===== src/rtl/sprs_consts.vh =====
// Offsets, field positions and reset values of the serial/audio pin route select block
`ifndef SPRS_CONSTS_VH
`define SPRS_CONSTS_VH

// Register byte addresses
`define SPRS_CS_ROUTE_ADDR     12'h000
`define SPRS_AUD_ASSIGN_ADDR   12'h004
`define SPRS_ADDR_W            12

// Reset values
`define SPRS_CS_ROUTE_RESET    32'h0000_0000
`define SPRS_AUD_ASSIGN_RESET  32'h0000_0000

// Writable bit masks (reserved bits stay zero)
`define SPRS_CS6_MASK          32'h0000_00FF
`define SPRS_CS7_MASK          32'h0000_FF00
`define SPRS_AUD_MASK          32'h0FFF_0FFF

// Field codes
`define SPRS_CODE_NONE         2'h0
`define SPRS_CODE_ALT0         2'h1
`define SPRS_CODE_ALT1         2'h2

// Chip-select route fields, low bit of each
`define SPRS_CS0_LSB           0
`define SPRS_CS1_LSB           2
`define SPRS_CS2_LSB           4
`define SPRS_CS3_LSB           6

// Audio assignment fields, low bit of each
`define SPRS_A1_DOUT_LSB       26
`define SPRS_A1_DIN_LSB        24
`define SPRS_A1_WS_LSB         22
`define SPRS_A1_BCK_LSB        20
`define SPRS_A1_MCO_LSB        18
`define SPRS_A1_MCI_LSB        16
`define SPRS_A0_DOUT_LSB       10
`define SPRS_A0_DIN_LSB        8
`define SPRS_A0_WS_LSB         6
`define SPRS_A0_BCK_LSB        4
`define SPRS_A0_MCO_LSB        2
`define SPRS_A0_MCI_LSB        0

`endif


===== src/rtl/sprs_pin_route.v =====
// APB pin route select for serial ch6 chip selects and two audio channels
//
// Implementation choices: the placing of the registers and the APB interface to the registers.
`timescale 1ns/1ps
`include "sprs_consts.vh"

// What this block does
// - Bits 7:6 route chip-select 3: 00 none, 01 alt pin 0, 10 alt pin 1.
// - Bits 5:4 route chip-select 2: 00 none, 01 alt pin 0, 10 alt pin 1.
// - Bits 3:2 route chip-select 1: 00 none, 01 alt pin 0, 10 alt pin 1.
// - Bits 1:0 route chip-select 0: 00 none, 01 alt pin 0, 10 alt pin 1.
// - Reads return the stored field value with no side effect.
// - Registers keep contents through deep standby reset; other resets clear them.
// - Audio register bits 31:28 and 15:12 read zero; software writes zero.
// - Bits 27:26 route audio ch1 data out to its pin on code 01.
// - Bits 25:24 take audio ch1 data in from its pin on code 01.
// - Bits 23:22 connect audio ch1 word select pin on code 01.
// - Bits 21:20 connect audio ch1 bit clock pin on code 01.
// - Bits 19:18 drive audio ch1 master clock out pin on code 01.
// - Bits 17:16 take audio ch1 master clock in pin on code 01.
// - Bits 11:10 and 9:8 route audio ch0 data out and data in.
// - Bits 7:6 and 5:4 connect audio ch0 word select and bit clock.
// - Bits 3:2 and 1:0 route audio ch0 master clock out and in.
module sprs_pin_route (
  // APB slave
  input  wire        pclk,
  input  wire        presetn,
  input  wire        deep_standby_rst,
  input  wire        psel,
  input  wire        penable,
  input  wire        pwrite,
  input  wire [11:0] paddr,
  input  wire [31:0] pwdata,
  input  wire [3:0]  pstrb,
  output wire [31:0] prdata,
  output wire        pready,
  output wire        pslverr,
  // Serial ch6 chip selects from the peripheral
  input  wire [3:0]  ch6_cs_in,
  output wire [3:0]  ch6_cs_alt0_out,
  output wire [3:0]  ch6_cs_alt0_oe,
  output wire [3:0]  ch6_cs_alt1_out,
  output wire [3:0]  ch6_cs_alt1_oe,
  // Audio peripheral side, index = channel
  input  wire [1:0]  aud_dout,
  input  wire [1:0]  aud_ws_o,
  input  wire [1:0]  aud_ws_oe,
  input  wire [1:0]  aud_bck_o,
  input  wire [1:0]  aud_bck_oe,
  input  wire [1:0]  aud_mclk_o,
  output wire [1:0]  aud_din,
  output wire [1:0]  aud_ws_i,
  output wire [1:0]  aud_bck_i,
  output wire [1:0]  aud_mclk_i,
  // Audio pins
  output wire [1:0]  pin_dout_o,
  output wire [1:0]  pin_dout_oe,
  input  wire [1:0]  pin_din_i,
  input  wire [1:0]  pin_ws_i,
  output wire [1:0]  pin_ws_o,
  output wire [1:0]  pin_ws_oe,
  input  wire [1:0]  pin_bck_i,
  output wire [1:0]  pin_bck_o,
  output wire [1:0]  pin_bck_oe,
  output wire [1:0]  pin_mco_o,
  output wire [1:0]  pin_mco_oe,
  input  wire [1:0]  pin_mci_i
);
  reg  [31:0] cs_route_q;
  reg  [31:0] cs_route_d;
  reg  [31:0] aud_assign_q;
  reg  [31:0] aud_assign_d;
  reg  [31:0] rdata_q;
  reg  [31:0] rdata_d;
  wire [31:0] strb_mask;
  wire        wr_en;
  wire        hit_cs;
  wire        hit_aud;
  wire [7:0]  pin_raw;
  wire [7:0]  pin_sync;

  // Named routing fields of the chip-select register
  wire [1:0]  ch6_cs3_route_sel;
  wire [1:0]  ch6_cs2_route_sel;
  wire [1:0]  ch6_cs1_route_sel;
  wire [1:0]  ch6_cs0_route_sel;
  wire [7:0]  ch7_cs_route_byte;
  wire [31:0] cs_route_rd;

  // Named routing fields of the audio assignment register
  wire [1:0]  aud1_data_out_route;
  wire [1:0]  aud1_data_in_route;
  wire [1:0]  aud1_word_sel_route;
  wire [1:0]  aud1_bit_clk_route;
  wire [1:0]  aud1_master_clk_out_route;
  wire [1:0]  aud1_master_clk_in_route;
  wire [1:0]  aud0_data_out_route;
  wire [1:0]  aud0_data_in_route;
  wire [1:0]  aud0_word_sel_route;
  wire [1:0]  aud0_bit_clk_route;
  wire [1:0]  aud0_master_clk_out_route;
  wire [1:0]  aud0_master_clk_in_route;
  wire [31:0] aud_assign_rd;

  assign ch6_cs3_route_sel = cs_route_q[`SPRS_CS3_LSB+1:`SPRS_CS3_LSB];
  assign ch6_cs2_route_sel = cs_route_q[`SPRS_CS2_LSB+1:`SPRS_CS2_LSB];
  assign ch6_cs1_route_sel = cs_route_q[`SPRS_CS1_LSB+1:`SPRS_CS1_LSB];
  assign ch6_cs0_route_sel = cs_route_q[`SPRS_CS0_LSB+1:`SPRS_CS0_LSB];
  assign ch7_cs_route_byte = cs_route_q[15:8];
  // Read view rebuilt from fields so unused upper bits always read zero
  assign cs_route_rd = {16'h0000, ch7_cs_route_byte, ch6_cs3_route_sel, ch6_cs2_route_sel,
                        ch6_cs1_route_sel, ch6_cs0_route_sel};

  assign aud1_data_out_route       = aud_assign_q[`SPRS_A1_DOUT_LSB+1:`SPRS_A1_DOUT_LSB];
  assign aud1_data_in_route        = aud_assign_q[`SPRS_A1_DIN_LSB+1:`SPRS_A1_DIN_LSB];
  assign aud1_word_sel_route       = aud_assign_q[`SPRS_A1_WS_LSB+1:`SPRS_A1_WS_LSB];
  assign aud1_bit_clk_route        = aud_assign_q[`SPRS_A1_BCK_LSB+1:`SPRS_A1_BCK_LSB];
  assign aud1_master_clk_out_route = aud_assign_q[`SPRS_A1_MCO_LSB+1:`SPRS_A1_MCO_LSB];
  assign aud1_master_clk_in_route  = aud_assign_q[`SPRS_A1_MCI_LSB+1:`SPRS_A1_MCI_LSB];
  assign aud0_data_out_route       = aud_assign_q[`SPRS_A0_DOUT_LSB+1:`SPRS_A0_DOUT_LSB];
  assign aud0_data_in_route        = aud_assign_q[`SPRS_A0_DIN_LSB+1:`SPRS_A0_DIN_LSB];
  assign aud0_word_sel_route       = aud_assign_q[`SPRS_A0_WS_LSB+1:`SPRS_A0_WS_LSB];
  assign aud0_bit_clk_route        = aud_assign_q[`SPRS_A0_BCK_LSB+1:`SPRS_A0_BCK_LSB];
  assign aud0_master_clk_out_route = aud_assign_q[`SPRS_A0_MCO_LSB+1:`SPRS_A0_MCO_LSB];
  assign aud0_master_clk_in_route  = aud_assign_q[`SPRS_A0_MCI_LSB+1:`SPRS_A0_MCI_LSB];
  // Reserved nibbles are inserted as constants
  assign aud_assign_rd = {4'h0, aud1_data_out_route, aud1_data_in_route, aud1_word_sel_route,
                          aud1_bit_clk_route, aud1_master_clk_out_route, aud1_master_clk_in_route,
                          4'h0, aud0_data_out_route, aud0_data_in_route, aud0_word_sel_route,
                          aud0_bit_clk_route, aud0_master_clk_out_route, aud0_master_clk_in_route};

  assign strb_mask = {{8{pstrb[3]}}, {8{pstrb[2]}}, {8{pstrb[1]}}, {8{pstrb[0]}}};
  assign hit_cs    = (paddr == `SPRS_CS_ROUTE_ADDR);
  assign hit_aud   = (paddr == `SPRS_AUD_ASSIGN_ADDR);
  assign wr_en     = psel & penable & pwrite;
  assign pready    = 1'b1;
  assign pslverr   = psel & penable & ~hit_cs & ~hit_aud;

  // Register write path; ch7 fields are stored but route nothing here
  always @* begin
    cs_route_d   = cs_route_q;
    aud_assign_d = aud_assign_q;
    if (wr_en && hit_cs) begin
      cs_route_d = ((cs_route_q & ~strb_mask) | (pwdata & strb_mask))
                   & (`SPRS_CS6_MASK | `SPRS_CS7_MASK);
    end
    if (wr_en && hit_aud) begin
      aud_assign_d = ((aud_assign_q & ~strb_mask) | (pwdata & strb_mask)) & `SPRS_AUD_MASK;
    end
  end

  // Deep standby reset is deliberately not wired here
  always @(posedge pclk or negedge presetn) begin
    if (!presetn) begin
      cs_route_q   <= `SPRS_CS_ROUTE_RESET;
      aud_assign_q <= `SPRS_AUD_ASSIGN_RESET;
      rdata_q      <= 32'h0000_0000;
    end else begin
      cs_route_q   <= cs_route_d;
      aud_assign_q <= aud_assign_d;
      rdata_q      <= rdata_d;
    end
  end

  // Read data is captured in setup so the access phase shows it from a flop
  always @* begin
    rdata_d = 32'h0000_0000;
    if (psel && !penable && !pwrite) begin
      if (hit_cs) begin
        rdata_d = cs_route_rd;
      end else if (hit_aud) begin
        rdata_d = aud_assign_rd;
      end
    end else if (psel && penable) begin
      rdata_d = rdata_q;
    end
  end

  assign prdata = rdata_q;

  // Chip-select routing, one field per line
  genvar gi;
  generate
    for (gi = 0; gi < 4; gi = gi + 1) begin : g_cs
      wire [1:0] code;
      wire       sel0;
      wire       sel1;
      assign code = cs_route_q[2*gi+1:2*gi];
      assign sel0 = (code == `SPRS_CODE_ALT0);
      assign sel1 = (code == `SPRS_CODE_ALT1);
      assign ch6_cs_alt0_out[gi] = sel0 & ch6_cs_in[gi];
      assign ch6_cs_alt0_oe[gi]  = sel0;
      assign ch6_cs_alt1_out[gi] = sel1 & ch6_cs_in[gi];
      assign ch6_cs_alt1_oe[gi]  = sel1;
    end
  endgenerate

  // Pin inputs pass a two-flop synchroniser before any gating
  assign pin_raw = {pin_din_i, pin_ws_i, pin_bck_i, pin_mci_i};

  sprs_sync2 #(
    .W (8)
  ) u_sync (
    .clk   (pclk),
    .rst_n (presetn),
    .d     (pin_raw),
    .q     (pin_sync)
  );

  // Audio routing, one block per channel; ch1 fields sit 16 bits above ch0
  generate
    for (gi = 0; gi < 2; gi = gi + 1) begin : g_aud
      wire [1:0] c_dout;
      wire [1:0] c_din;
      wire [1:0] c_ws;
      wire [1:0] c_bck;
      wire [1:0] c_mco;
      wire [1:0] c_mci;
      wire       en_dout;
      wire       en_din;
      wire       en_ws;
      wire       en_bck;
      wire       en_mco;
      wire       en_mci;
      assign c_dout = aud_assign_q[`SPRS_A0_DOUT_LSB+16*gi+1:`SPRS_A0_DOUT_LSB+16*gi];
      assign c_din  = aud_assign_q[`SPRS_A0_DIN_LSB+16*gi+1:`SPRS_A0_DIN_LSB+16*gi];
      assign c_ws   = aud_assign_q[`SPRS_A0_WS_LSB+16*gi+1:`SPRS_A0_WS_LSB+16*gi];
      assign c_bck  = aud_assign_q[`SPRS_A0_BCK_LSB+16*gi+1:`SPRS_A0_BCK_LSB+16*gi];
      assign c_mco  = aud_assign_q[`SPRS_A0_MCO_LSB+16*gi+1:`SPRS_A0_MCO_LSB+16*gi];
      assign c_mci  = aud_assign_q[`SPRS_A0_MCI_LSB+16*gi+1:`SPRS_A0_MCI_LSB+16*gi];
      // Only code 01 connects; 10 and 11 act as 00
      assign en_dout = (c_dout == `SPRS_CODE_ALT0);
      assign en_din  = (c_din  == `SPRS_CODE_ALT0);
      assign en_ws   = (c_ws   == `SPRS_CODE_ALT0);
      assign en_bck  = (c_bck  == `SPRS_CODE_ALT0);
      assign en_mco  = (c_mco  == `SPRS_CODE_ALT0);
      assign en_mci  = (c_mci  == `SPRS_CODE_ALT0);
      assign pin_dout_o[gi]  = en_dout & aud_dout[gi];
      assign pin_dout_oe[gi] = en_dout;
      assign pin_ws_o[gi]    = en_ws & aud_ws_o[gi];
      assign pin_ws_oe[gi]   = en_ws & aud_ws_oe[gi];
      assign pin_bck_o[gi]   = en_bck & aud_bck_o[gi];
      assign pin_bck_oe[gi]  = en_bck & aud_bck_oe[gi];
      assign pin_mco_o[gi]   = en_mco & aud_mclk_o[gi];
      assign pin_mco_oe[gi]  = en_mco;
      assign aud_din[gi]     = en_din & pin_sync[6+gi];
      assign aud_ws_i[gi]    = en_ws  & pin_sync[4+gi];
      assign aud_bck_i[gi]   = en_bck & pin_sync[2+gi];
      assign aud_mclk_i[gi]  = en_mci & pin_sync[gi];
    end
  endgenerate

endmodule // sprs_pin_route


===== src/rtl/sprs_sync2.v =====
// Two-flop synchroniser for a vector of pin inputs
`timescale 1ns/1ps
module sprs_sync2 #(
  parameter W = 8
) (
  // Clock and reset
  input  wire         clk,
  input  wire         rst_n,
  // Data
  input  wire [W-1:0] d,
  output wire [W-1:0] q
);
  reg [W-1:0] meta_q;
  reg [W-1:0] sync_q;

  always @(posedge clk or negedge rst_n) begin
    if (!rst_n) begin
      meta_q <= {W{1'b0}};
      sync_q <= {W{1'b0}};
    end else begin
      meta_q <= d;
      sync_q <= meta_q;
    end
  end

  assign q = sync_q;
endmodule // sprs_sync2


===== config.mk =====
export PLATFORM = sky130hd
export DESIGN_NAME = sprs_pin_route
export DESIGN_NICKNAME = d
export VERILOG_FILES = /design/src/rtl/sprs_pin_route.v /design/src/rtl/sprs_sync2.v
export VERILOG_INCLUDE_DIRS = /design/src /design/src/rtl
export SDC_FILE = /design/constraint.sdc
export NUM_CORES = 1
export LEC_CHECK = 0
export ABC_AREA = 1
export BUFFER_PORTS_ARGS = -buffer_cell sky130_fd_sc_hd__buf_2
export CAP_MARGIN = 10
export CORE_MARGIN = 2
export CORE_UTILIZATION = 47
export DETAILED_ROUTE_END_ITERATION = 10
export MAX_ROUTING_LAYER = met4
export PLACE_DENSITY = 0.77
export SYNTH_ARGS = -nofsm -noshare
export SYNTH_HDL_FRONTEND = slang
export SYNTH_SLANG_ARGS = --single-unit

===== constraint.sdc =====
create_clock -name pclk -period 2.33 [get_ports pclk]
set_input_delay 0.466 -clock pclk [delete_from_list [all_inputs] [get_ports pclk]]
set_output_delay 0.466 -clock pclk [all_outputs]
set_load 0.03 [all_outputs]

Word-level counts from Yosys, hierarchy flattened. Cells that the tools add are included.

Register bits after elaboration: 88. Bits of input ports: 78. Word-level logic and storage cells: 79.

Reduce and logical (&&, ||, !) cells: 8. Bitwise logic cells: 40. Mux-type cells: 4. Equal/unequal tests: 22.

Operators with widths (number): two-way mux 32 bit (2); AND 28 bit (2); two-way mux 28 bit (2); AND 1 bit (32); == test 2 x 1 -> 1 bit (second input constant) (16); inverter 28 bit (1); bitwise OR 28 bit (1); AND 16 bit (1); bitwise OR 16 bit (1); == test 12 x 3 -> 1 bit (second input constant) (1); zero test 12 bit (1); == test 2 bit (second input constant) (4); logical AND 1 bit (5); zero test 1 bit (2); != test 2 bit (second input constant) (1); inverter 1 bit (2).

Logic depth before layout (Yosys ltp). Gate-level depths: netlist of run 1.

Depth after elaboration: 4. Gate-level depth with buffers: 8. Depth with buffers taken out: 7.

By module. Synthesis of run 1 repeated with hierarchy kept, for this count alone.

Cells, all modules: 477. Area, all modules: 4060.1 um^2.

By module, submodules not included: sprs_pin_route (cells an instance 461, seq. area each 1701.6 um^2, instances 1, area an instance 3659.8 um^2); sprs_sync2 (cells an instance 16, seq. area each 400.4 um^2, instances 1, area an instance 400.4 um^2).

Least setup slack after synthesis of run 1. No wires, ideal clock.

Path type: input-to-output. Start: input port paddr[7]. End: output port pslverr. Data required time: 1864 ps. Path slack: 342 ps. Arrival: 1522 ps. Stages: 6. Path buffers: 0. Cell sequence: nor2_1 -> nand2_1 -> inv_1 -> nand2_4 -> nor2_8 -> nor3_1.

Longest elaborated chain between the ends: 4. Elaborated cells between the ends (all ways): 6. Classes of those cells: eq/ne (1); bitwise (4); reduce/logical (1).

Ends and longest elaborated chain: from (decl) (RTL line sprs_pin_route.v:32) `input wire [11:0] paddr,`; zero test 12 bit (no source line); inverter 1 bit (RTL line sprs_pin_route.v:137) `assign pslverr = psel & penable & ~hit_cs & ~hit_aud;`; AND 1 bit (RTL line sprs_pin_route.v:137); AND 1 bit (*) (RTL line sprs_pin_route.v:137); to (decl) (RTL line sprs_pin_route.v:37) `output wire pslverr,`.

Every way passes the cells marked *; elsewhere a longest branch is shown, timed or not.

Worst setup path in the final report of run 1.
Start: input port paddr[3]. End: output port pslverr.

Same word-level chain as after synthesis.

==> summary.txt, run 1 <==
STA
  • Total Negative Setup Slacks: 0 ns
  • Unrepaired setup endpoints after global routing: no
  • Fin crit period: 1.89 ns
  • Final Hold Fails: 0
  • Upper clock frequency limit: 529 MHz
  • Headroom to the max-slew limit: 62.7%
  • Crit share post-route: 81.2%
  • Final worst-path setup slack: 0.439 ns
  • Worst clock skew on the final layout: 0.00479 ns
  • Final-report setup violation count: 0
  • Total count of max-transition violations in the final report: 0
  • Worst Tran Pin Value: roughly 0.56 ns

Final layout
  • Layout overhead on the synthesized area: 22.9%
  • Area of combinational cells with multiple inputs: 0.00156 mm²
  • Total number of nets in the final design: 686
  • FF+latch area: 0.00210 mm²
  • Count of filler cells inserted in the layout: 759
  • Final Non-Filler Cells: slightly above 700
  • Layout cell share with drive strength beyond 1: 31.2%
  • Antenna fix cells: 0

Critical path
  • Critical path endpoint category: output port
  • CP Class: in2out
  • Critical-path maximum fanout: 5
  • Worst EP required: 1.86 ns
  • Cell class contributing the biggest share of worst-path delay: simple AND/OR/NAND/NOR gates
  • Worst reg-to-reg setup slack: 1.53 ns
  • Cell occurring most often along the worst timing path: sky130_fd_sc_hd__buf_2
  • Cells along the critical path: buf_2 > or2_4 > nor2_8 > nand2_1 > nor2_2 > nor3_1 > buf_2
  • Standard cell with the maximum stage delay on the critical path: sky130_fd_sc_hd__or2_4
  • Crit path largest cell delay: 0.27 ns
  • Number of buffers and inverters on the critical path: 2
  • Worst EP arrival: between 1 and 1.5 ns
  • Cell depth of the worst setup path: 7
  • R2r worst-path depth: 4
  • Critical Path Source Type: primary input

Clock network
  • Number of buffers on the longest clock path: 2
  • Clock Latency Late Sink: 0.35 ns
  • Clock buffer count from CTS: 9
  • Post-CTS setup buffer count: 0
  • Hold-fix buffers at CTS: 0
  • Number of clock sinks seen by CTS: between 80 and 90
  • CTS tree: built
  • Clock transition time at the flip-flop clock pins of the worst setup and hold paths: about 0.080 ns
  • Clock tree root buffer cell: sky130_fd_sc_hd__clkbuf_8
  • # H-tree levels: 3
  • Post_cts resized: 0

Yosys
  • Synth unique cells: 24
  • Largest cells by area after synthesis: sky130_fd_sc_hd__dfrtp_1 52%, sky130_fd_sc_hd__nand2_1 17%, sky130_fd_sc_hd__nand3_1 5.0%, sky130_fd_sc_hd__buf_4 3.7%, sky130_fd_sc_hd__nand4_1 3.7%
  • Leading area contributor after synthesis: sky130_fd_sc_hd__dfrtp_1
  • Most frequently used flop master after synthesis: sky130_fd_sc_hd__dfrtp_1
  • Gate count after technology mapping: 477
  • Most used standard cell by instance count after synthesis: sky130_fd_sc_hd__nand2_1
  • Register area share after synthesis: 52.0%
  • Fraction of registers with async set/reset: 100%
  • Top cells by count, synth: 187 x sky130_fd_sc_hd__nand2_1, 84 x sky130_fd_sc_hd__dfrtp_1, 40 x sky130_fd_sc_hd__nand3_1
  • Average size of a mapped cell: roughly 8.5 µm²
  • Number of synthesized register bits: 84
  • Syn Std Cell Area: 0.00404 mm²
  • Top cell type's share of synthesized area: 52.0%
  • Count of flip-flops with a built-in enable after synthesis: 0
  • Yosys warning total: 0

Die
  • Number of placed I/O pins: around 150
  • Std cell rows: 33
  • Area inside the core boundary: about 0.0083 mm²
  • Overall die area: 0.00936 mm²
  • Die width: 96.7 µm
  • Height of the die: 96.7 µm
  • Starting density of the core: 48.9%

Power and ir drop
  • Total power density per cell area: 580 mW/mm²
  • Share of power burned in combinational logic: around 6.4%
  • Standby leakage power: approximately 3.1 nW
  • Net switching power: 0.000631 W
  • IR drop worst, VDD: 348 µV
  • Sequential group share of total power: 51.2%
  • Internal power of the cells: 0.00225 W
  • Proportion of total power due to net switching: 21.9%
  • Clock power frac: a little over two fifths

Placed design
  • Final weighted congestion of routability-driven global placement: approximately 0.80
  • Estimated wirelength of the detail-placed design: 6.76 mm
  • Cell Count Post-Placement: 702
  • Total of buffers placed on input and output ports: about 140
  • Worst slack after detailed placement: 0.448 ns

Drt
  • Number of detailed-routing iterations run before antenna repair: 5
  • Vias after detailed routing: around 3600
  • Remaining antenna violation count after routing: 0
  • DRC: 0
  • Routed len/inst: around 13 µm
  • Via-per-instance ratio: 4.97
  • First DRT Iteration DRCs: 180
  • Final wirelength: 9.49 mm

Global route
  • Met1 GRT Util: 27.0%
  • Initial antenna violation count: 0
  • Grt met2 use: about a third
  • Overall overflow remaining after global route: 0
  • Global-route track usage on met3: 4.41%
  • Global-route wire length before repair: 16.4 mm
  • Pin count of the biggest net entering global routing: 45
  • Gr busiest metal: met2
  • Tot GR Track Use: 21.8%
  • Number of global-route vias before repair: about 3600

Run status
  • Status: complete, no violations

Flow run
  • Number of violations of the max-capacitance limit: 0

Min path
  • Class of the most critical hold timing path: in2async
path summary, 6_finish.rpt:
path	end	startpoint
setup / recovery	pslverr	paddr[3]
hold / removal	u_sync.q[4]$_DFF_PN0_	presetn
setup reg to reg	prdata[7]$_DFFE_PN0P_	register
hold reg to reg	u_sync.q[0]$_DFF_PN0_	u_sync.meta_q[0]$_DFF_PN0_
max in group asynchronous	prdata[9]$_DFFE_PN0P_	presetn
min in group pclk	u_sync.meta_q[3]$_DFF_PN0_	pin_bck_i[1]
area by class of cell:
cell class / instances / area share [%]
clock buffers: 10 / 2.57
clock inverters: 6 / 2.27
inverters: 40 / 3.02
multi-input cells: 322 / 31.4
flip-flops and latches: 84 / 42.3
well taps: 105 / 2.64
repair buffers: 151 / 15.8
per-layer routing:
layer  wire (µm)  share of wire, %  up-vias
li1            -                 -     1741
met1        3890                41     1665
met2        4700                49      140
met3         656               6.9       21
met4         244               2.6        0
met5           0                 0        -
cells by family (layout without fill, tap and decap cells):
family,count (synthesis),in the layout,share of synthesized area [%]
simple gates,317,317,38.0
flops,84,84,52.0
buf+inv,74,207,9.81
other cells,2,5,0.186
power by group through the flow:
stage               Combinational, W  Sequential, W  Clock, W
global placement            0.000182        0.00150         0
detailed placement          0.000188        0.00150         0
finish                      0.000185        0.00147   0.00122
floorplan                  0.0000799        0.00150         0
CTS                         0.000189        0.00147   0.00125
global route                0.000206        0.00148   0.00132
cells in the final DEF (no fill, tap or decap), drive strengths merged, types with 5 or more instances in the layout:
master	n
buf	151
clkbuf	10
conb	5
dfrtp	84
inv	40
nand2	191
nand3	41
nand4	30
nor2	40
nor3	9
nor3b	5
metrics by stage:
stage	total power [W]	hold slack, ns	instance area [µm²]	utilization (%)
finish	0.00288	0.110	4970	60.2
global route	0.00300	0.141	4970	60.2
CTS	0.00291	0.121	4970	60.2
detailed placement	0.00169	0.335	4730	57.2
global placement	0.00169	0.332	4730	57.2
floorplan	0.00158	0.170	4050	-
No activity file was read; power rests on OpenSTA's default activity.
==> inputs of run 2 (changes only) <==
==> constraint.sdc (replaced) <==
create_clock -name pclk -period 1.93 [get_ports pclk]
set_input_delay 0.386 -clock pclk [delete_from_list [all_inputs] [get_ports pclk]]
set_output_delay 0.386 -clock pclk [all_outputs]
set_load 0.03 [all_outputs]
==> run 2 against run 1 <==
  * Global-route usage decreased by 0.053 points
  * Clock skew increased by 0.0051 ns
  * Core utilization increased by 0.36 points
  * Combinational power increased by 25%
  * Hold slack got worse by 0.10 ns
  * Via count decreased by 0.70%
  * Sequential share of layout area decreased by 0.25 points
  * Critical path depth unchanged
  * Clock power increased by 14%
  * Cell area increased by 0.60%
==> summary.txt, run 2 (synthesis results as in run 1) <==
Run status
  • Status: complete, no violations

Placed design
  • Cell Count Post-Placement: 703 (+0.14%)
  • Estimated wirelength of the detail-placed design: 6.95 mm (+2.8%)
  • Final weighted congestion of routability-driven global placement: 0.811 (+1.3%)
  • Total of buffers placed on input and output ports: 141 (unchanged)

Final layout
  • Count of filler cells inserted in the layout: 741 (-2.4%)
  • Total number of nets in the final design: 687 (+0.15%)
  • Most common cell after layout, fill and taps aside: sky130_fd_sc_hd__nand2_1
  • Final Non-Filler Cells: 719 (+0.14%)
  • Layout overhead on the synthesized area: 23.7%
  • Core utilization of the finished layout: 60.5% (+0.36 points)
  • Commonest cells after routing, fill and taps aside: 187 x sky130_fd_sc_hd__nand2_1, 140 x sky130_fd_sc_hd__buf_2, 84 x sky130_fd_sc_hd__dfrtp_1, 40 x sky130_fd_sc_hd__nand3_1, 36 x sky130_fd_sc_hd__inv_1
  • Layout cell share with drive strength beyond 1: 31.3% (+0.11 points)
  • Antenna fix cells: 0 (unchanged)

Die
  • Area inside the core boundary: 0.00826 mm² (unchanged)
  • Height of the die: 96.7 µm (unchanged)
  • Std cell rows: 33 (unchanged)
  • Number of placed I/O pins: 152 (unchanged)
  • Overall die area: 0.00936 mm² (unchanged)
  • Die width: 96.7 µm (unchanged)
  • Starting density of the core: 48.9% (unchanged)

Clock network
  • Clock buffer count from CTS: 9 (unchanged)
  • Post-CTS setup buffer count: 0 (unchanged)
  • Clock transition time at the flip-flop clock pins of the worst setup and hold paths: 0.08 ns (about the same)
  • Hold-fix buffers at CTS: 0 (unchanged)
  • Number of clock sinks seen by CTS: 84 (unchanged)
  • Clock tree root buffer cell: sky130_fd_sc_hd__clkbuf_8
  • Number of buffers on the longest clock path: 2 (unchanged)
  • CTS tree: built
  • Post_cts resized: 0 (unchanged)
  • Clock Latency Late Sink: 0.34 ns (about the same)
  • # H-tree levels: 3 (unchanged)

Critical path
  • Critical path endpoint category: output port
  • Timing startpoint of the critical path: paddr[3]
  • Worst EP arrival: 1.34 ns (-0.08 ns)
  • Cells along the critical path: buf_2 > or2_4 > nor2_8 > nand2_1 > nor2_2 > nor3_1 > buf_2
  • Cell class contributing the biggest share of worst-path delay: simple AND/OR/NAND/NOR gates
  • CP Class: in2out
  • Standard cell with the maximum stage delay on the critical path: sky130_fd_sc_hd__or2_4
  • Critical Path Source Type: primary input
  • Number of buffers and inverters on the critical path: 2 (unchanged)
  • Cell occurring most often along the worst timing path: sky130_fd_sc_hd__buf_2
  • Worst EP required: 1.54 ns (-0.32 ns)
  • Crit path largest cell delay: 0.27 ns (about the same)
  • Worst reg-to-reg setup slack: 1.11 ns (-0.42 ns)
  • R2r worst-path depth: 4 (unchanged)
  • Critical-path maximum fanout: 5 (unchanged)
  • Cell depth of the worst setup path: 7 (unchanged)

STA
  • Worst Tran Pin Value: 0.517 ns (-0.0431 ns)
  • Upper clock frequency limit: between 500 and 600 MHz
  • Fin crit period: between 1.5 and 2 ns
  • Headroom to the max-slew limit: 65.5% (+2.8 points)
  • Hold slack final: 0.00514 ns (-0.104 ns)
  • Final-report setup violation count: 0 (unchanged)
  • Crit share post-route: around nine tenths
  • Total count of max-transition violations in the final report: 0 (unchanged)
  • Total Negative Setup Slacks: 0 ns (unchanged)
  • Worst clock skew on the final layout: 0.00984 ns (+0.00506 ns)
  • Final Hold Fails: 0 (unchanged)
  • Unrepaired setup endpoints after global routing: no

Power and ir drop
  • Total power density per cell area: 681 mW/mm² (+17%)
  • Overall Power: 0.00340 W (+18%)
  • Standby leakage power: 3.06 nW (about the same)
  • IR drop worst, VDD: 397 µV (+14%)

Global route
  • Initial antenna violation count: 0 (unchanged)
  • Pin count of the biggest net entering global routing: 39 (-13%)
  • Global-route wire length before repair: 16.2 mm (-1.1%)
  • Number of global-route vias before repair: 3467 (-3.3%)
  • Overall overflow remaining after global route: 0 (unchanged)
  • Tot GR Track Use: 21.8% (-0.053 points)

Drt
  • Routed len/inst: 13.2 µm (+0.19%)
  • Vias after detailed routing: 3542 (-0.70%)
  • First DRT Iteration DRCs: 199 (+11%)
  • DRC: 0 (unchanged)
  • Via-per-instance ratio: 4.93 (-0.84%)
  • Remaining antenna violation count after routing: 0 (unchanged)
  • Number of detailed-routing iterations run before antenna repair: 4 (-1)
  • Final wirelength: 9.52 mm (+0.33%)

Min path
  • Class of the most critical hold timing path: in2async

Flow run
  • Number of violations of the max-capacitance limit: 0 (unchanged)
-- run 2: cell types whose count changed in the layout (fill, tap and decap cells not counted), moves of 2 or more --
cell                         previous run  this run
sky130_fd_sc_hd__buf_4                 11         9
sky130_fd_sc_hd__buf_12                 0         3
sky130_fd_sc_hd__clkinvlp_4             0         2
sky130_fd_sc_hd__clkinv_4               2         0
-- run 2: area by class of cell --
class	count	area, µm²	share of cell area, %
Clock buffer	11	141	2.83
Tap cell	105	131	2.63
Timing Repair Buffer	152	828	16.6
Multi-Input combinational cell	322	1560	31.2
Sequential cell	84	2100	42.1
Clock inverter	5	83.8	1.68
Inverter	40	150	3.00
-- run 2: final timing paths --
check / end
min in group pclk: u_sync.meta_q[0]$_DFF_PN0_
max: pslverr
min reg2reg: u_sync.q[3]$_DFF_PN0_
min: u_sync.meta_q[4]$_DFF_PN0_
max in group asynchronous: asynchronous set/reset pin
max reg2reg: prdata[6]$_DFFE_PN0P_
-- run 2: metrics by stage --
step	instance area, µm²	worst slack (ns)
2_1_floorplan	4050	0.102
4_1_cts	5000	0.203
3_5_place_dp	4770	0.210
3_3_place_gp	4770	0.217
6_report	5000	0.205
5_1_grt	5000	0.111
-- run 2: layer usage --
metal	vias up	track usage (%)	share of wire, %
met3	13	4.77	6.9
li1	1753	-	-
met5	-	-	0
met4	0	9.10	1.7
met2	118	35.4	50
met1	1658	26.4	41
-- run 2: power breakdown --
group	internal [W]	total [W]	switching, W
Clock	0.000770	0.00139	0.000621
Sequential	0.00178	0.00178	0.00000498
Combinational	0.0000825	0.000231	0.000149
==> inputs of run 3 (changes only) <==
--- a/config.mk
+++ b/config.mk
@@ -10,7 +10,7 @@
 export BUFFER_PORTS_ARGS = -buffer_cell sky130_fd_sc_hd__buf_2
 export CAP_MARGIN = 10
 export CORE_MARGIN = 2
-export CORE_UTILIZATION = 47
+export CORE_UTILIZATION = 45
 export DETAILED_ROUTE_END_ITERATION = 10
 export MAX_ROUTING_LAYER = met4
 export PLACE_DENSITY = 0.77
==> constraint.sdc (replaced) <==
create_clock -name pclk -period 1.5 [get_ports pclk]
set_input_delay 0.3 -clock pclk [delete_from_list [all_inputs] [get_ports pclk]]
set_output_delay 0.3 -clock pclk [all_outputs]
set_load 0.03 [all_outputs]
==> run 3 against run 2 <==
  * Critical path depth decreased by 4
  * Non-clock buffer count increased by 37
  * Largest cell class unchanged
  * Worst setup slack got worse by 0.23 ns
  * Combinational power increased by 42%
  * The run now ends with setup timing left
  * Clock power about the same
  * Largest power group unchanged
  * Highest routed layer unchanged
  * Critical endpoint is now ch6_cs_alt0_oe[2]
==> summary.txt, run 3 (synthesis results as in run 1) <==
Run status
  • Status: finished with violations
  • Violations in the final reports: setup timing

Power and ir drop
  • IR drop worst, VDD: 430 µV (+8.2%)
  • Total power density per cell area: 737 mW/mm² (+8.2%)
  • Standby leakage power: 3.28 nW (+7.2%)

STA
  • Total count of max-transition violations in the final report: 0 (unchanged)
  • Crit share post-route: 102%
  • Final-report setup violation count: 3 (+3)
  • Worst clock skew on the final layout: 0.00819 ns (-0.00166 ns)
  • Final Hold Fails: 0 (unchanged)
  • Total Negative Setup Slacks: -0.0366 ns (-0.0366 ns)
  • Upper clock frequency limit: 654 MHz
  • Hold slack final: 0.0585 ns (+0.0534 ns)
  • Fin crit period: 1.53 ns
  • Final worst-path setup slack: -0.0285 ns (-0.234 ns)
  • Unrepaired setup endpoints after global routing: yes

Drt
  • Vias after detailed routing: 3808 (+7.5%)
  • DRC: 0 (unchanged)
  • First DRT Iteration DRCs: 160 (-20%)
  • Number of detailed-routing iterations run before antenna repair: 5 (+1)
  • Remaining antenna violation count after routing: 0 (unchanged)
  • Final wirelength: 10.4 mm (+9.6%)
  • Routed len/inst: 13.7 µm (+3.8%)
  • Via-per-instance ratio: 5.02 (+1.8%)

Global route
  • Pin count of the biggest net entering global routing: 32 (-18%)
  • Global-route track usage on met3: 3.90% (-0.87 points)
  • Global-route wire length before repair: 17.0 mm (+4.8%)
  • Grt met2 use: 37.0% (+1.6 points)
  • Met1 GRT Util: 26.7% (+0.31 points)
  • Overall overflow remaining after global route: 0 (unchanged)
  • Tot GR Track Use: 22.1% (+0.30 points)
  • Number of global-route vias before repair: 3810 (+9.9%)
  • Gr busiest metal: met2
  • Initial antenna violation count: 0 (unchanged)

Min path
  • Class of the most critical hold timing path: in2reg
  • Worst Hold Path Cells: 1
  • Worst Hold Launch: pin_ws_i[1]

Clock network
  • CTS tree: built
  • Number of clock sinks seen by CTS: 84 (unchanged)
  • Number of buffers on the longest clock path: 2 (unchanged)
  • Clock buffer count from CTS: 9 (unchanged)
  • Clock tree root buffer cell: sky130_fd_sc_hd__clkbuf_8
  • Clock transition time at the flip-flop clock pins of the worst setup and hold paths: 0.08 ns (about the same)
  • Clock Latency Late Sink: 0.34 ns (about the same)
  • # H-tree levels: 3 (unchanged)

Flow run
  • Number of violations of the max-capacitance limit: 0 (unchanged)

Die
  • Starting density of the core: 46.3% (-2.6 points)
  • Height of the die: 98.8 µm (+2.1%)
  • Std cell rows: 34 (+3.0%)
  • Overall die area: 0.00975 mm² (+4.3%)
  • Number of placed I/O pins: 152 (unchanged)
  • Area inside the core boundary: 0.00872 mm² (+5.6%)
  • Die width: 98.8 µm (+2.1%)

Critical path
  • Standard cell with the maximum stage delay on the critical path: sky130_fd_sc_hd__dfrtp_1
  • Cells along the critical path: buf_4 > nor2_2 > buf_6
  • Critical path endpoint category: output port
  • R2r worst-path depth: 5 (+1)
  • Crit path largest cell delay: 0.42 ns (+0.15 ns)
  • CP Class: reg2out
  • Critical-path maximum fanout: 4 (-1)
  • Worst EP arrival: 1.23 ns (-0.11 ns)
  • Worst EP required: 1.20 ns (-0.34 ns)
  • Critical Path Source Type: register

Final layout
  • Layout overhead on the synthesized area: 35.1%
  • Most common cell after layout, fill and taps aside: sky130_fd_sc_hd__nand2_1
  • Core utilization of the finished layout: 62.6% (+2.1 points)
  • Layout cell share with drive strength beyond 1: 40.1% (+8.8 points)
  • Commonest cells after routing, fill and taps aside: 182 x sky130_fd_sc_hd__nand2_1, 110 x sky130_fd_sc_hd__buf_2, 84 x sky130_fd_sc_hd__dfrtp_1, 67 x sky130_fd_sc_hd__buf_4, 40 x sky130_fd_sc_hd__nand3_1
  • Total number of nets in the final design: 724 (+5.4%)
  • Antenna fix cells: 0 (unchanged)
  • Final Non-Filler Cells: 759 (+5.6%)

Placed design
  • Estimated wirelength of the detail-placed design: 7.38 mm (+6.2%)
  • Cell Count Post-Placement: 716 (+1.8%)
  • Total of buffers placed on input and output ports: 141 (unchanged)
  • Final weighted congestion of routability-driven global placement: 0.836 (+3.1%)
run 3: repair_timing:
action                                 in CTS  in global routing
setup endpoints to repair                  12                 27
pin swaps                                   5                 11
hold buffers                                1                  0
endpoints found under the hold margin      28                  0
gates resized for setup                    18                 64
buffers inserted                           11                 15
run 3: power breakdown:
| part | internal (W) | leakage [nW] | switching, W | total, W |
|---|---|---|---|---|
| sequential | 0.00228 | 1.14 | 0.00000574 | 0.00229 |
| combinational | 0.000129 | 2.05 | 0.000200 | 0.000329 |
| clock | 0.000636 | 0.0889 | 0.000766 | 0.00140 |
run 3: cell type report:
type | count | area, µm²
clock inverters | 5 | 27.5
repair buffers | 189 | 1240
clock buffers | 11 | 141
multi-input cells | 322 | 1660
fillers | 767 | 3260
well taps | 108 | 135
flip-flops and latches | 84 | 2100
inverters | 40 | 150
run 3: worst paths after layout:
kind | endpoint | slack [ns]
max in group asynchronous | asynchronous set/reset pin | 0.55
min | u_sync.meta_q[5]$_DFF_PN0_ | 0.06
min in group asynchronous | u_sync.meta_q[4]$_DFF_PN0_ | 0.45
max | ch6_cs_alt0_oe[2] | -0.03
min reg2reg | u_sync.q[4]$_DFF_PN0_ | 0.35
max reg2reg | prdata[7]$_DFFE_PN0P_ | 0.52
run 3: critical path, delay by kind of cell, from the launching register on:
kind	cells	cell delay (ns)
buffers and inverters	2	0.31
flip-flops	1	0.42
AND/OR/NAND/NOR	1	0.15
run 3: per-layer routing:
metal  share of wire, %  up-vias
met4                2.8        0
li1                   -     1817
met3                6.3       26
met2                 52      145
met5                  0        -
met1                 39     1820
run 3: through the flow:
step	cell area, µm²	power (W)	worst slack (ns)
finish	5460	0.00402	-0.0285
global route	5460	0.00420	-0.0679
CTS	5220	0.00405	0.000963
detailed placement	4890	0.00265	-0.0140
global placement	4890	0.00265	0.00623
floorplan	4060	0.00246	0.0598
